==> src/tts_pkg.sv <==
/*
  Shared constants for the time-of-use tariff scheduler: register offsets,
  field positions, reset values and FSM states.
  Assumes a single 10 MHz clock domain and a plain register port.
*/
package tts_pkg;
  // ----------------------------------------------------------------
  // Sizes
  // ----------------------------------------------------------------
  localparam int NREG  = 4;
  localparam int NCAL  = 32;
  localparam int NPT   = 8;
  localparam int NPRO  = 128;
  localparam int NLOG  = 3;
  localparam int NTRF  = 8;
  localparam int CFG_W = 12;
  localparam int CAL_W = 32;
  localparam int PRO_W = 11;

  // ----------------------------------------------------------------
  // Register offsets
  // ----------------------------------------------------------------
  localparam logic [7:0] A_CFG  = 8'h00;
  localparam logic [7:0] A_MULT = 8'h04;
  localparam logic [7:0] A_LOG  = 8'h08;
  localparam logic [7:0] A_STAT = 8'h0C;
  localparam logic [2:0] A_CAL3 = 3'h2;

  // ----------------------------------------------------------------
  // Register configuration fields
  // ----------------------------------------------------------------
  localparam int F_TOU  = 0;
  localparam int F_USE  = 1;
  localparam int F_DMD  = 2;
  localparam int F_SUM  = 3;
  localparam int F_SRC  = 4;
  localparam int F_UNIT = 9;
  localparam int F_TGT  = 12;
  localparam logic [CFG_W-1:0] CFG_RST = 12'h00A;
  localparam logic [4:0] SRC_NONE = 5'h00;
  localparam logic [4:0] SRC_KVAH = 5'h05;
  localparam logic [4:0] SRC_DI1  = 5'h06;
  localparam logic [4:0] SRC_MAX  = 5'h11;
  localparam logic [2:0] U_NONE  = 3'h0;
  localparam logic [2:0] U_KWH   = 3'h1;
  localparam logic [2:0] U_KVARH = 3'h2;
  localparam logic [2:0] U_KVAH  = 3'h3;

  // ----------------------------------------------------------------
  // Multiplier in thousandths, log memory in bytes
  // ----------------------------------------------------------------
  localparam logic [16:0] MULT_MIN = 17'h00001;
  localparam logic [16:0] MULT_MAX = 17'h186A0;
  localparam logic [16:0] MULT_DEF = 17'h003E8;
  localparam logic [17:0] MEM_BYTES = 18'h1F400;
  localparam logic [16:0] LOG_EVT_DEF = 17'h00C80;
  localparam logic [16:0] LOG_D1_DEF  = 17'h19500;
  localparam logic [16:0] LOG_D2_DEF  = 17'h021C0;

  // ----------------------------------------------------------------
  // Calendar entry and change point fields
  // ----------------------------------------------------------------
  localparam int C_VAL = 26;
  localparam int C_SEA = 24;
  localparam int C_DAY = 22;
  localparam int C_WDS = 19;
  localparam int C_WDE = 16;
  localparam int C_MS  = 12;
  localparam int C_ME  = 8;
  localparam int C_MD  = 3;
  localparam int C_WK  = 0;
  localparam int P_VAL = 10;
  localparam int P_QTR = 3;
  localparam int P_TRF = 0;
  localparam logic [5:0] QTR_MIN = 6'h0F;

  typedef enum logic [1:0] {S_IDLE, S_CAL, S_PRO, S_SWEEP} tts_state_e;
endpackage

==> src/tts_mem.sv <==
/*
  Small two-read-port memory with registered read data.
  Entries never written read as zero; assumes one clock and async reset.
*/
`timescale 1ns/1ps
module tts_mem #(
  parameter int W  = 32,
  parameter int D  = 32,
  parameter int AW = 5
) (
  input  wire logic          clk_sys_i,
  input  wire logic          reset_i,
  input  wire logic          we_i,
  input  wire logic [AW-1:0] waddr_i,
  input  wire logic [W-1:0]  wdata_i,
  input  wire logic [AW-1:0] ra_i,
  input  wire logic [AW-1:0] rb_i,
  output logic      [W-1:0]  qa_o,
  output logic      [W-1:0]  qb_o
);
  logic [W-1:0] mem_q [D];
  logic [D-1:0] vld_q;

  always_ff @(posedge clk_sys_i) begin
    if (we_i) begin
      mem_q[waddr_i] <= wdata_i;
    end
  end

  always_ff @(posedge clk_sys_i or posedge reset_i) begin
    if (reset_i) begin
      vld_q <= '0;
      qa_o  <= '0;
      qb_o  <= '0;
    end else begin
      if (we_i) begin
        vld_q[waddr_i] <= 1'b1;
      end
      qa_o <= vld_q[ra_i] ? mem_q[ra_i] : '0;
      qb_o <= vld_q[rb_i] ? mem_q[rb_i] : '0;
    end
  end
endmodule

==> src/tts_top.sv <==
/*
  Time-of-use tariff scheduler: billing register links, season calendar,
  daily tariff profiles and daily billing log selection.
  Assumes the device clock fields and energy pulses are synchronous to clk_sys_i.
*/
`timescale 1ns/1ps
// What this block does
// - TOU option links tariff registers to the register source; cleared after reset.
// - Energy profiling, default on, logs energy registers plus tariffs under TOU.
// - Demand profiling, default off, logs max demand totals plus tariffs under TOU.
// - Summary profiling, default on, logs total summary registers.
// - Unit is automatic for internal sources, user chosen for pulse inputs.
// - Source is none, five internal energies, or one of twelve pulse inputs.
// - Multiplier 0.001 to 100.000, default 1.000, fixed for internal sources.
// - Each configured source gets its target slot automatically.
// - Profiles use a 15 minute grid, 4 seasons by 4 day types.
// - First change point is 00:00; last one holds until midnight.
// - Log record width follows the count of tariffs used in profiles.
// - Calendar holds 32 entries of season, day type and validity window.
// - Weekday and month bounds may be given in either order.
// - Exception days match by month day or by week and weekday.
// - First matching calendar entry in stored order wins.
// - Unset month day or months match every day or month.
// - Log storage of 125 KByte is partitioned freely among files.
// - Exactly three log files: one event log, two data logs.
// - Factory sizes give a 15 minute profile log and a daily billing log.
// - Eight tariff rates and eight change points per day.
module tts_top (
  input  wire logic        clk_sys_i,
  input  wire logic        reset_i,
  input  wire logic [7:0]  addr_i,
  input  wire logic [31:0] wdata_i,
  input  wire logic        wr_i,
  input  wire logic        rd_i,
  output logic      [31:0] rdata_o,
  input  wire logic [3:0]  month_i,
  input  wire logic [4:0]  mday_i,
  input  wire logic [2:0]  wday_i,
  input  wire logic [2:0]  wom_i,
  input  wire logic [4:0]  hour_i,
  input  wire logic [5:0]  minute_i,
  input  wire logic [4:0]  energy_pulse_i,
  input  wire logic [11:0] pulse_digital_inputs_i,
  output logic      [3:0]  tot_pulse_o,
  output logic      [3:0]  tou_pulse_o,
  output logic      [2:0]  tariff_o,
  output logic      [1:0]  season_o,
  output logic      [1:0]  day_type_o,
  output logic      [3:0]  log_energy_o,
  output logic      [3:0]  log_demand_o,
  output logic      [3:0]  log_summary_o,
  output logic      [3:0]  log_tariffs_o
);
  // ----------------------------------------------------------------
  // Decoding helpers
  // ----------------------------------------------------------------
  function automatic logic [4:0] src_of(input logic [tts_pkg::CFG_W-1:0] c);
    return c[tts_pkg::F_SRC +: 5];
  endfunction

  function automatic logic is_int(input logic [4:0] s);
    return (s != tts_pkg::SRC_NONE) && (s <= tts_pkg::SRC_KVAH);
  endfunction

  function automatic logic [2:0] unit_of(input logic [tts_pkg::CFG_W-1:0] c);
    logic [4:0] s;
    s = src_of(c);
    if (s == tts_pkg::SRC_NONE) begin
      return tts_pkg::U_NONE;
    end else if (s < 5'h03) begin
      return tts_pkg::U_KWH;
    end else if (s < tts_pkg::SRC_KVAH) begin
      return tts_pkg::U_KVARH;
    end else if (s == tts_pkg::SRC_KVAH) begin
      return tts_pkg::U_KVAH;
    end
    return c[tts_pkg::F_UNIT +: 3];
  endfunction

  function automatic logic in_rng(input logic [3:0] v, input logic [3:0] a, input logic [3:0] b);
    return (a <= b) ? (v >= a && v <= b) : (v >= b && v <= a);
  endfunction

  function automatic logic cal_hit(input logic [31:0] e, input logic [3:0] mon, input logic [4:0] md,
                                   input logic [2:0] wd, input logic [2:0] wk);
    logic [3:0] ws;
    logic [3:0] we;
    logic [3:0] ms;
    logic [3:0] me;
    logic       okw;
    logic       okm;
    logic       okd;
    ws  = {1'b0, e[tts_pkg::C_WDS +: 3]};
    we  = {1'b0, e[tts_pkg::C_WDE +: 3]};
    ms  = e[tts_pkg::C_MS +: 4];
    me  = e[tts_pkg::C_ME +: 4];
    if (we == 4'h0) begin
      we = ws;
    end
    if (me == 4'h0) begin
      me = ms;
    end
    okw = (ws == 4'h0) || in_rng({1'b0, wd}, ws, we);
    okm = (ms == 4'h0) || in_rng(mon, ms, me);
    okd = ((e[tts_pkg::C_MD +: 5] == 5'h00) || (e[tts_pkg::C_MD +: 5] == md)) &&
          ((e[tts_pkg::C_WK +: 3] == 3'h0) || (e[tts_pkg::C_WK +: 3] == wk));
    return e[tts_pkg::C_VAL] && okw && okm && okd;
  endfunction

  function automatic logic [6:0] qtr_of(input logic [4:0] h, input logic [5:0] m);
    logic [1:0] q;
    q = (m >= 6'(3 * tts_pkg::QTR_MIN)) ? 2'h3 :
        (m >= 6'(2 * tts_pkg::QTR_MIN)) ? 2'h2 :
        (m >= tts_pkg::QTR_MIN) ? 2'h1 : 2'h0;
    return {h, q};
  endfunction

  // ----------------------------------------------------------------
  // State
  // ----------------------------------------------------------------
  logic [tts_pkg::CFG_W-1:0] cfg_q [tts_pkg::NREG];
  logic [tts_pkg::CFG_W-1:0] cfg_d [tts_pkg::NREG];
  logic [16:0]               mult_q [tts_pkg::NREG];
  logic [16:0]               mult_d [tts_pkg::NREG];
  logic [16:0]               log_q [tts_pkg::NLOG];
  logic [16:0]               log_d [tts_pkg::NLOG];
  logic [1:0]                tgt [tts_pkg::NREG];
  tts_pkg::tts_state_e       st_q;
  tts_pkg::tts_state_e       st_d;
  logic [6:0]                idx_q;
  logic [6:0]                idx_d;
  logic                      ph_q;
  logic                      ph_d;
  logic [1:0]                sea_q;
  logic [1:0]                sea_d;
  logic [1:0]                day_q;
  logic [1:0]                day_d;
  logic                      hit_q;
  logic                      hit_d;
  logic [2:0]                cand_q;
  logic [2:0]                cand_d;
  logic [2:0]                trf_q;
  logic [2:0]                trf_d;
  logic [7:0]                used_q;
  logic [7:0]                used_d;
  logic [3:0]                cnt_q;
  logic [3:0]                cnt_d;
  logic [6:0]                qtr_q;
  logic [6:0]                qtr_d;
  logic                      evp_q;
  logic                      evp_d;
  logic                      swp_q;
  logic                      swp_d;
  logic [31:0]               rd_q;
  logic [31:0]               rd_d;
  logic                      scal_q;
  logic                      scal_d;
  logic                      spro_q;
  logic                      spro_d;
  logic [3:0]                tot_d;
  logic [3:0]                tou_d;
  logic [3:0]                le_d;
  logic [3:0]                ld_d;
  logic [3:0]                ls_d;
  logic [3:0]                lt_d;
  logic                      cal_we;
  logic                      pro_we;
  logic [6:0]                qtr_now;
  logic [6:0]                pro_rb;
  logic [31:0]               cal_qa;
  logic [31:0]               cal_qb;
  logic [tts_pkg::PRO_W-1:0] pro_qa;
  logic [tts_pkg::PRO_W-1:0] pro_qb;

  assign cal_we  = wr_i && (addr_i[7:5] == tts_pkg::A_CAL3);
  assign pro_we  = wr_i && addr_i[7];
  assign qtr_now = qtr_of(hour_i, minute_i);
  assign pro_rb  = (st_q == tts_pkg::S_PRO) ? {sea_q, day_q, idx_q[2:0]} : idx_q;
  assign rdata_o = scal_q ? cal_qa : spro_q ? {21'h00000, pro_qa} : rd_q;

  // ----------------------------------------------------------------
  // Calendar and profile storage
  // ----------------------------------------------------------------
  tts_mem #(.W(tts_pkg::CAL_W), .D(tts_pkg::NCAL), .AW(5)) u_cal (
    .clk_sys_i (clk_sys_i),
    .reset_i   (reset_i),
    .we_i      (cal_we),
    .waddr_i   (addr_i[4:0]),
    .wdata_i   (wdata_i),
    .ra_i      (addr_i[4:0]),
    .rb_i      (idx_q[4:0]),
    .qa_o      (cal_qa),
    .qb_o      (cal_qb)
  );

  tts_mem #(.W(tts_pkg::PRO_W), .D(tts_pkg::NPRO), .AW(7)) u_pro (
    .clk_sys_i (clk_sys_i),
    .reset_i   (reset_i),
    .we_i      (pro_we),
    .waddr_i   (addr_i[6:0]),
    .wdata_i   (wdata_i[tts_pkg::PRO_W-1:0]),
    .ra_i      (addr_i[6:0]),
    .rb_i      (pro_rb),
    .qa_o      (pro_qa),
    .qb_o      (pro_qb)
  );

  // ----------------------------------------------------------------
  // Configuration registers
  // ----------------------------------------------------------------
  always_comb begin
    logic [17:0] tot;
    tot = '0;
    for (int j = 0; j < tts_pkg::NLOG; j++) begin
      tot = tot + {1'b0, log_q[j]};
    end
    cfg_d  = cfg_q;
    mult_d = mult_q;
    log_d  = log_q;
    for (int i = 0; i < tts_pkg::NREG; i++) begin
      if (wr_i && addr_i == tts_pkg::A_CFG + 8'(i) && wdata_i[tts_pkg::F_SRC +: 5] <= tts_pkg::SRC_MAX) begin
        cfg_d[i] = wdata_i[tts_pkg::CFG_W-1:0];
        if (is_int(wdata_i[tts_pkg::F_SRC +: 5])) begin
          mult_d[i] = tts_pkg::MULT_DEF;
        end
      end
      if (wr_i && addr_i == tts_pkg::A_MULT + 8'(i) && !is_int(src_of(cfg_q[i])) &&
          wdata_i >= 32'(tts_pkg::MULT_MIN) && wdata_i <= 32'(tts_pkg::MULT_MAX)) begin
        mult_d[i] = wdata_i[16:0];
      end
    end
    for (int j = 0; j < tts_pkg::NLOG; j++) begin
      if (wr_i && addr_i == tts_pkg::A_LOG + 8'(j) && wdata_i[31:17] == 15'h0000 &&
          tot - {1'b0, log_q[j]} + {1'b0, wdata_i[16:0]} <= tts_pkg::MEM_BYTES) begin
        log_d[j] = wdata_i[16:0];
      end
    end
  end

  always_ff @(posedge clk_sys_i or posedge reset_i) begin
    if (reset_i) begin
      for (int i = 0; i < tts_pkg::NREG; i++) begin
        cfg_q[i]  <= tts_pkg::CFG_RST;
        mult_q[i] <= tts_pkg::MULT_DEF;
      end
      log_q[0] <= tts_pkg::LOG_EVT_DEF;
      log_q[1] <= tts_pkg::LOG_D1_DEF;
      log_q[2] <= tts_pkg::LOG_D2_DEF;
    end else begin
      cfg_q  <= cfg_d;
      mult_q <= mult_d;
      log_q  <= log_d;
    end
  end

  // ----------------------------------------------------------------
  // Tariff evaluation sequencer
  // ----------------------------------------------------------------
  always_comb begin
    logic [6:0] pq;
    logic [7:0] un;
    pq     = '0;
    un     = used_q;
    st_d   = st_q;
    idx_d  = idx_q;
    ph_d   = ~ph_q;
    sea_d  = sea_q;
    day_d  = day_q;
    hit_d  = hit_q;
    cand_d = cand_q;
    trf_d  = trf_q;
    used_d = used_q;
    cnt_d  = cnt_q;
    qtr_d  = qtr_q;
    evp_d  = evp_q;
    swp_d  = swp_q;
    unique case (st_q)
      tts_pkg::S_IDLE: begin
        ph_d  = 1'b0;
        idx_d = '0;
        if (swp_q) begin
          st_d   = tts_pkg::S_SWEEP;
          swp_d  = 1'b0;
          used_d = '0;
        end else if (evp_q || qtr_now != qtr_q) begin
          st_d  = tts_pkg::S_CAL;
          qtr_d = qtr_now;
          evp_d = 1'b0;
        end
      end
      tts_pkg::S_CAL: begin
        if (ph_q) begin
          if (cal_hit(cal_qb, month_i, mday_i, wday_i, wom_i)) begin
            st_d   = tts_pkg::S_PRO;
            sea_d  = cal_qb[tts_pkg::C_SEA +: 2];
            day_d  = cal_qb[tts_pkg::C_DAY +: 2];
            hit_d  = 1'b1;
            idx_d  = '0;
            cand_d = '0;
          end else if (idx_q == 7'(tts_pkg::NCAL - 1)) begin
            st_d   = tts_pkg::S_PRO;
            sea_d  = '0;
            day_d  = '0;
            hit_d  = 1'b0;
            idx_d  = '0;
            cand_d = '0;
          end else begin
            idx_d = idx_q + 7'h01;
          end
        end
      end
      tts_pkg::S_PRO: begin
        if (ph_q) begin
          pq = (idx_q[2:0] == 3'h0) ? 7'h00 : pro_qb[tts_pkg::P_QTR +: 7];
          if (pro_qb[tts_pkg::P_VAL] && pq <= qtr_q) begin
            cand_d = pro_qb[tts_pkg::P_TRF +: 3];
          end
          if (idx_q[2:0] == 3'(tts_pkg::NPT - 1)) begin
            st_d  = tts_pkg::S_IDLE;
            trf_d = (pro_qb[tts_pkg::P_VAL] && pq <= qtr_q) ? pro_qb[tts_pkg::P_TRF +: 3] : cand_q;
          end else begin
            idx_d = idx_q + 7'h01;
          end
        end
      end
      tts_pkg::S_SWEEP: begin
        if (ph_q) begin
          if (pro_qb[tts_pkg::P_VAL]) begin
            un[pro_qb[tts_pkg::P_TRF +: 3]] = 1'b1;
          end
          used_d = un;
          if (idx_q == 7'(tts_pkg::NPRO - 1)) begin
            st_d  = tts_pkg::S_IDLE;
            evp_d = 1'b1;
            cnt_d = '0;
            for (int t = 0; t < tts_pkg::NTRF; t++) begin
              cnt_d = cnt_d + 4'(un[t]);
            end
          end else begin
            idx_d = idx_q + 7'h01;
          end
        end
      end
    endcase
    if (cal_we) begin
      evp_d = 1'b1;
    end
    if (pro_we) begin
      swp_d = 1'b1;
    end
  end

  always_ff @(posedge clk_sys_i or posedge reset_i) begin
    if (reset_i) begin
      st_q   <= tts_pkg::S_IDLE;
      idx_q  <= '0;
      ph_q   <= 1'b0;
      sea_q  <= '0;
      day_q  <= '0;
      hit_q  <= 1'b0;
      cand_q <= '0;
      trf_q  <= '0;
      used_q <= '0;
      cnt_q  <= '0;
      qtr_q  <= '0;
      evp_q  <= 1'b1;
      swp_q  <= 1'b0;
    end else begin
      st_q   <= st_d;
      idx_q  <= idx_d;
      ph_q   <= ph_d;
      sea_q  <= sea_d;
      day_q  <= day_d;
      hit_q  <= hit_d;
      cand_q <= cand_d;
      trf_q  <= trf_d;
      used_q <= used_d;
      cnt_q  <= cnt_d;
      qtr_q  <= qtr_d;
      evp_q  <= evp_d;
      swp_q  <= swp_d;
    end
  end

  // ----------------------------------------------------------------
  // Pulse steering, log selection and read data
  // ----------------------------------------------------------------
  always_comb begin
    logic [1:0] n;
    logic       anytou;
    logic       p;
    logic [4:0] s;
    p      = 1'b0;
    s      = '0;
    n      = '0;
    anytou = 1'b0;
    tot_d  = '0;
    tou_d  = '0;
    le_d   = '0;
    ld_d   = '0;
    ls_d   = '0;
    rd_d   = '0;
    scal_d = rd_i && (addr_i[7:5] == tts_pkg::A_CAL3);
    spro_d = rd_i && addr_i[7];
    for (int i = 0; i < tts_pkg::NREG; i++) begin
      s      = src_of(cfg_q[i]);
      tgt[i] = n;
      if (s != tts_pkg::SRC_NONE) begin
        n = n + 2'h1;
      end
      p = is_int(s) ? energy_pulse_i[3'(s - 5'h01)] :
          (s >= tts_pkg::SRC_DI1) ? pulse_digital_inputs_i[4'(s - tts_pkg::SRC_DI1)] : 1'b0;
      tot_d[tgt[i]] = tot_d[tgt[i]] | p;
      tou_d[tgt[i]] = tou_d[tgt[i]] | (p & cfg_q[i][tts_pkg::F_TOU]);
      anytou = anytou | cfg_q[i][tts_pkg::F_TOU];
      le_d[i] = cfg_q[i][tts_pkg::F_USE] && s != tts_pkg::SRC_NONE;
      ld_d[i] = cfg_q[i][tts_pkg::F_DMD] && s != tts_pkg::SRC_NONE;
      ls_d[i] = cfg_q[i][tts_pkg::F_SUM] && s != tts_pkg::SRC_NONE;
      if (rd_i && addr_i == tts_pkg::A_CFG + 8'(i)) begin
        rd_d = {18'h00000, tgt[i], unit_of(cfg_q[i]), cfg_q[i][8:0]};
      end
      if (rd_i && addr_i == tts_pkg::A_MULT + 8'(i)) begin
        rd_d = {15'h0000, mult_q[i]};
      end
    end
    lt_d = anytou ? cnt_q : 4'h0;
    for (int j = 0; j < tts_pkg::NLOG; j++) begin
      if (rd_i && addr_i == tts_pkg::A_LOG + 8'(j)) begin
        rd_d = {15'h0000, log_q[j]};
      end
    end
    if (rd_i && addr_i == tts_pkg::A_STAT) begin
      rd_d = {19'h00000, st_q != tts_pkg::S_IDLE, cnt_q, hit_q, day_q, sea_q, trf_q};
    end
  end

  always_ff @(posedge clk_sys_i or posedge reset_i) begin
    if (reset_i) begin
      rd_q          <= '0;
      scal_q        <= 1'b0;
      spro_q        <= 1'b0;
      tot_pulse_o   <= '0;
      tou_pulse_o   <= '0;
      tariff_o      <= '0;
      season_o      <= '0;
      day_type_o    <= '0;
      log_energy_o  <= '0;
      log_demand_o  <= '0;
      log_summary_o <= '0;
      log_tariffs_o <= '0;
    end else begin
      rd_q          <= rd_d;
      scal_q        <= scal_d;
      spro_q        <= spro_d;
      tot_pulse_o   <= tot_d;
      tou_pulse_o   <= tou_d;
      tariff_o      <= trf_q;
      season_o      <= sea_q;
      day_type_o    <= day_q;
      log_energy_o  <= le_d;
      log_demand_o  <= ld_d;
      log_summary_o <= ls_d;
      log_tariffs_o <= lt_d;
    end
  end
endmodule

==> config.mk <==
export PLATFORM = sky130hd
export DESIGN_NAME = tts_top
export DESIGN_NICKNAME = d
export VERILOG_FILES = /design/src/tts_pkg.sv /design/src/tts_mem.sv /design/src/tts_top.sv
export SDC_FILE = /design/constraint.sdc
export NUM_CORES = 2
export LEC_CHECK = 0
export BUFFER_PORTS_ARGS = -buffer_cell sky130_fd_sc_hd__buf_2
export CAP_MARGIN = 20
export CELL_PAD_IN_SITES_DETAIL_PLACEMENT = 0
export CELL_PAD_IN_SITES_GLOBAL_PLACEMENT = 2
export CORE_ASPECT_RATIO = 1.2
export CORE_MARGIN = 2
export CORE_UTILIZATION = 40
export CTS_BUF_LIST = sky130_fd_sc_hd__clkbuf_8
export DETAILED_ROUTE_END_ITERATION = 8
export PLACE_DENSITY_LB_ADDON = 0.1
export SLEW_MARGIN = 20
export SYNTH_ARGS = -nofsm -noshare
export SYNTH_HDL_FRONTEND = slang
export SYNTH_SLANG_ARGS = --single-unit
==> constraint.sdc <==
create_clock -name clk_sys_i -period 33.4 [get_ports clk_sys_i]
set_input_delay 3.34 -clock clk_sys_i [delete_from_list [all_inputs] [get_ports clk_sys_i]]
set_output_delay 3.34 -clock clk_sys_i [all_outputs]
set_load 0.005 [all_outputs]
# Yosys cells after proc, flatten, opt, wreduce, memory -nomap -nowiden
# Memory sizes are Yosys's and may differ from the RTL's.
# Index checks and enable logic that the tools add are counted.
# word_totals
register_bits	515
ram_bits	2432
output_inout_bits	63
n_memories	2
# mem_list
memory	depth	width	read_ports	rd_clocked_by_memory_dff	write_ports	line_no	text
u_pro.mem_q	128	11	2	0	1	tts_mem.sv:21	logic [W-1:0] mem_q [D];
u_cal.mem_q	32	32	2	0	1	tts_mem.sv:21	
# op_classes
n_addsub	26
order_cmp	59
eq_ne	39
mux	194
bitwise	18
n_reduce_logical	136
# op_table
operator	n
$mux W32	14
$mux W17	9
$or A128 B128 Y128	1
$logic_and A1 B1 Y1	81
$mux W3	26
$add A18 B17 Y18	4
$mux W1	70
$mux W7	9
$le A18 B17 Y1 const B	3
$sub A18 B17 Y18	3
$mux W8	5
$eq A8 B3 Y1 const B	4
$eq A8 B4 Y1 const B	4
$ge A32 B1 Y1 const B	1
$le A32 B17 Y1 const B	1
$mux W2	16
$or A32 B32 Y32	1
$pmux W7 S4	1
$mux W27	1
$reduce_bool A2 Y1	13
$le A5 B3 Y1 const B	5
$logic_not A5 Y1	5
$reduce_bool A5 Y1	5
$bwmux W4	6
other kinds (80)	184

# Depth between registers and ports, before layout
# depth
word_depth	19
depth_mapped	28
ltp_nobuf	27

# Modules after synthesis
# From an unflattened synthesis, not the netlist that was laid out.
# unflattened
cells_unflattened	8717
area_unflattened_um2	142794.5
# modules_own_cells
module	n_inst	cells_per_inst	area_each_um2	seq_area_each_um2
tts_mem (u_pro)	1	3683	72060.4	46034.2
tts_mem (u_cal)	1	3041	51473.1	33151.8
tts_top	1	1993	19261.0	6537.5

# Least setup slack after synthesis
# No wires, ideal clock.
# synth_path
path_type	input to register
start	input port addr_i[0]
end	memory u_cal.mem_q[7][0] (enable)
setup_ps	515
arrival_time_ps	8414
required_time_ps	32885
setup_slack_ps	24471
path_stages	9
n_path_buf	7
cell_sequence	buf_2 -> buf_6 -> buf_4 -> buf_4 -> buf_2 -> buf_4 -> buf_2 -> nand3_1 -> nor4b_1
# synth_rtl
item	line_no	text
start: declaration	tts_top.sv:31	input wire logic [7:0] addr_i,
end: declaration	tts_mem.sv:21	
# No word-level cell before the write port.

# Worst setup path after layout
# layout_path
start	input port addr_i[0]
end	memory u_cal.mem_q[1][22] (enable)
# No word-level cell before the write port.

==> results.py <==
metrics = {
    "yosys": {
        "synth_edf_count": 2432,
        "synth_top_area_cell": "edfxtp_1",
        "ys_top_cells_by_area": "edfxtp_1, mux4_2, dfrtp_1, ha_1, fa_1",
        "yosysTopAreaCellShare_pct": 52.1,
        "synthCells": 7467,
        "ys_ff_latch": 2932,
        "async_flop_share_pct": 17.1,
        "yosys_warnings": 0,
        "synthDistinctLibCells": 106,
        "syn_nets": 7762,
        "ys_seq_area_share_pct": 61.1,
        "synth_ff_type": "edfxtp_1",
        "syn-cell-area_mm2": 0.140,
        "avgSynthCellArea_um2": 18.8,
    },
    "clock_network": {
        "post_cts_buffers": 0,
        "cts_hold_buf": 0,
        "cts-root-buf": "clkbuf_8",
        "cts_buffers": 520,
        "htreeDepth": 6,
        "cts_sinks": 2932,
        "clockBufferDepth": 4,
        "cts_tree": "yes",
        "clk_pin_slew_ns": 0.06,
        "clk_latency_ns": 1.19,
        "cts-resized-gates": 0,
    },
    "route": {
        "route.detailed.drc": 0,
        "highest_layer": "met5",
        "route.met3.wl_um": 28100,
        "drt-met1-wl_um": 190000,
        "num_vias": 80400,
        "wl_per_cell_um": 37.2,
        "wl_met2_um": 250000,
        "first_pass_iters": 6,
        "postRouteAntennaNets": 0,
        "drt-vias-per-instance": 6.13,
        "drt_wl_total_um": 488000,
        "drt_iter0_markers": 8006,
    },
    "sta": {
        "setup_tns_ns": 0,
        "max_freq_mhz": 126,
        "post-route-period-util_pct": 23.7,
        "final_max_slew_viol_count": 0,
        "hold_viol": 0,
        "finalClockSkew_ns": 0.0516,
        "relSlewSlack_pct": 21.2,
        "min_period_ns": 7.92,
        "setup_viol": 0,
        "tightest_slew_ns": 1.18,
        "rsz0062_at_grt": "no",
    },
    "power_and_ir_drop": {
        "leakagePower_nw": 54.4,
        "finalPower_mw": 10.2,
        "p_per_area_mw_per_mm2": 64.6,
        "peakVddDrop_v": 0.0000545,
    },
    "worst_hold_path": {
        "worstHoldStart": "trf_q[0]",
        "min_path_type": "reg2reg",
    },
    "floorplan": {
        "rows": 238,
        "core_mm2": 0.349,
        "fp.dieH_um": 652,
        "initial_core_util_pct": 40.1,
        "fp.dieW_um": 544,
        "io-pin-count": 150,
        "die_area_mm2": 0.355,
    },
    "critical_path": {
        "end_kind": "register",
        "rrSetupSlack_ns": 26.53,
        "crit_arrival_ns": 8.73,
        "required_ns": 34.21,
        "start_kind": "primary input",
        "rr_worst_depth": 28,
        "crit_fanout": 49,
        "crit_path_start": "addr_i[0]",
        "rr_endpoint": "log_q[36]",
        "timing.rr.start": "log_q[1]",
        "crit_path_end": "u_cal.mem_q[1][22]",
        "crit_type": "in2reg",
    },
    "final_layout": {
        "multiInputGateArea_mm2": 0.0521,
        "postLayoutCoreUtil_pct": 45.2,
        "final_net_count": 8271,
        "final_cell_mix": "edfxtp_1, mux4_2, clkbuf_8, dfrtp_1, inv_1",
        "seqCellArea_mm2": 0.0856,
        "nFillCells": 30200,
        "final_common_cell": "edfxtp_1",
        "syn_to_final_growth_pct": 12.7,
        "layout-drive-gt1-share_pct": 37.5,
    },
    "placed_design": {
        "io_buffers": 149,
        "hpwl_um": 305000,
        "place.gp.congestion": 0.849,
    },
    "global_route": {
        "grt_usage_pct": 27.5,
        "grt_pass1_wl_um": 679000,
        "overflow": 0,
        "antenna_found_initial": 22,
        "grt_max_degree": 159,
        "grt_pass1_vias": 85300,
    },
    "outcome": {
        "status": "finished clean",
    },
    "flow_run": {
        "drv_cap": 0,
    },
}
registers in the layout, summed over array words and instances (netlist names), 7 cells and up:
| signal | cells |
|---|---|
| mult_q | 68 |
| u_pro.qa_o | 11 |
| rd_q | 17 |
| qtr_q | 7 |
| idx_q | 7 |
| u_pro.qb_o | 11 |
| u_cal.vld_q | 32 |
| u_pro.mem_q | 1408 |
| u_pro.vld_q | 128 |
| u_cal.mem_q | 1024 |
| used_q | 8 |
| u_cal.qa_o | 32 |
| u_cal.qb_o | 27 |
| cfg_q | 48 |
| log_q | 51 |
synth_stat cells (27+ instances only):
| master | count |
|---|---|
| nand3_1 | 74 |
| o21ai_0 | 133 |
| fa_1 | 73 |
| ha_1 | 135 |
| mux4_2 | 1585 |
| a22o_1 | 66 |
| nor2_1 | 338 |
| a31oi_1 | 46 |
| buf_1 | 47 |
| a22oi_1 | 29 |
| mux2i_1 | 89 |
| and2_1 | 46 |
| xnor2_1 | 44 |
| dfstp_2 | 45 |
| clkbuf_1 | 247 |
| nor2b_1 | 33 |
| buf_2 | 176 |
| edfxtp_1 | 2432 |
| nand2_1 | 313 |
| a21oi_1 | 120 |
| and3_1 | 27 |
| inv_1 | 179 |
| a211oi_1 | 27 |
| dfrtp_1 | 455 |
| mux2_2 | 66 |
| nor3_1 | 36 |
| or2_2 | 167 |
cells by family (layout without fill, tap and decap cells):
kind of cell               after synthesis  count (layout)  share of synthesized area [%]
DFF                                   2932            2932                           61.1
muxes                                 1764            1764                           26.9
and+or+nand+nor                       1150            1150                           3.95
buffers and inverters                  677            1597                           2.06
AOI/OAI and AO/OA                      667             667                           3.33
adders and majority gates              208             208                           2.25
xor gates and xnor gates                69              69                          0.456
other                                    0              46                              0
per-stage QoR:
| stage | std cells | hold WS (ns) | worst slack, ns | instance area [um^2] |
|---|---|---|---|---|
| after floorplan | 7467 | 0.374 | 16.17 | 140000 |
| after global placement | 12100 | 0.457 | 24.07 | 148000 |
| after detailed placement | 12100 | 0.457 | 24.08 | 148000 |
| after CTS | 13100 | 0.438 | 25.38 | 158000 |
| after global routing | 13100 | 0.468 | 25.14 | 158000 |
| final | 13100 | 0.455 | 25.48 | 158000 |
critical path: stages:
cell and delay [ns]:
buf_8 0.45, buf_4 0.79, buf_4 0.78, buf_4 0.69, nor2b_1 0.72, nand2_1 0.30
nor2_4 0.80, buf_4 0.56
area by class of cell:
cell class / count / area share, %
Antenna cell: 46 / 0.0729
Tap cell: 4680 / 3.71
Multi-Input combinational cell: 3858 / 33.0
Sequential cell: 2932 / 54.2
Timing Repair Buffer: 481 / 2.23
Clock buffer: 570 / 4.97
Clock inverter: 363 / 1.38
Inverter: 183 / 0.441
routing by layer:
metal | global-route usage [%] | vias to the layer above
li1 | - | 32300
met1 | 35.2 | 44300
met2 | 47.2 | 3111
met3 | 4.10 | 769
met4 | 10.4 | 4
met5 | 0 | -
where the power goes:
part           leakage [nW]  switching (mW)  internal [mW]
Combinational          20.1            1.51           1.25
Clock                  5.77            1.59           1.70
Sequential             28.5           0.121           4.03
Total                  54.4            3.22           6.98
how the worst min path moves through the flow:
| stage | end | slack, ns | cells after the start |
|---|---|---|---|
| final | tariff_o[0] | 0.46 | 0 |
| after global routing | tariff_o[1] | 0.47 | 0 |
| after global placement | tariff_o[1] | 0.46 | 0 |
| after floorplan | tariff_o[0] | 0.37 | 0 |
| after detailed placement | tariff_o[0] | 0.46 | 0 |
| after CTS | tariff_o[0] | 0.44 | 0 |
No activity file was read; power rests on OpenSTA's default activity.
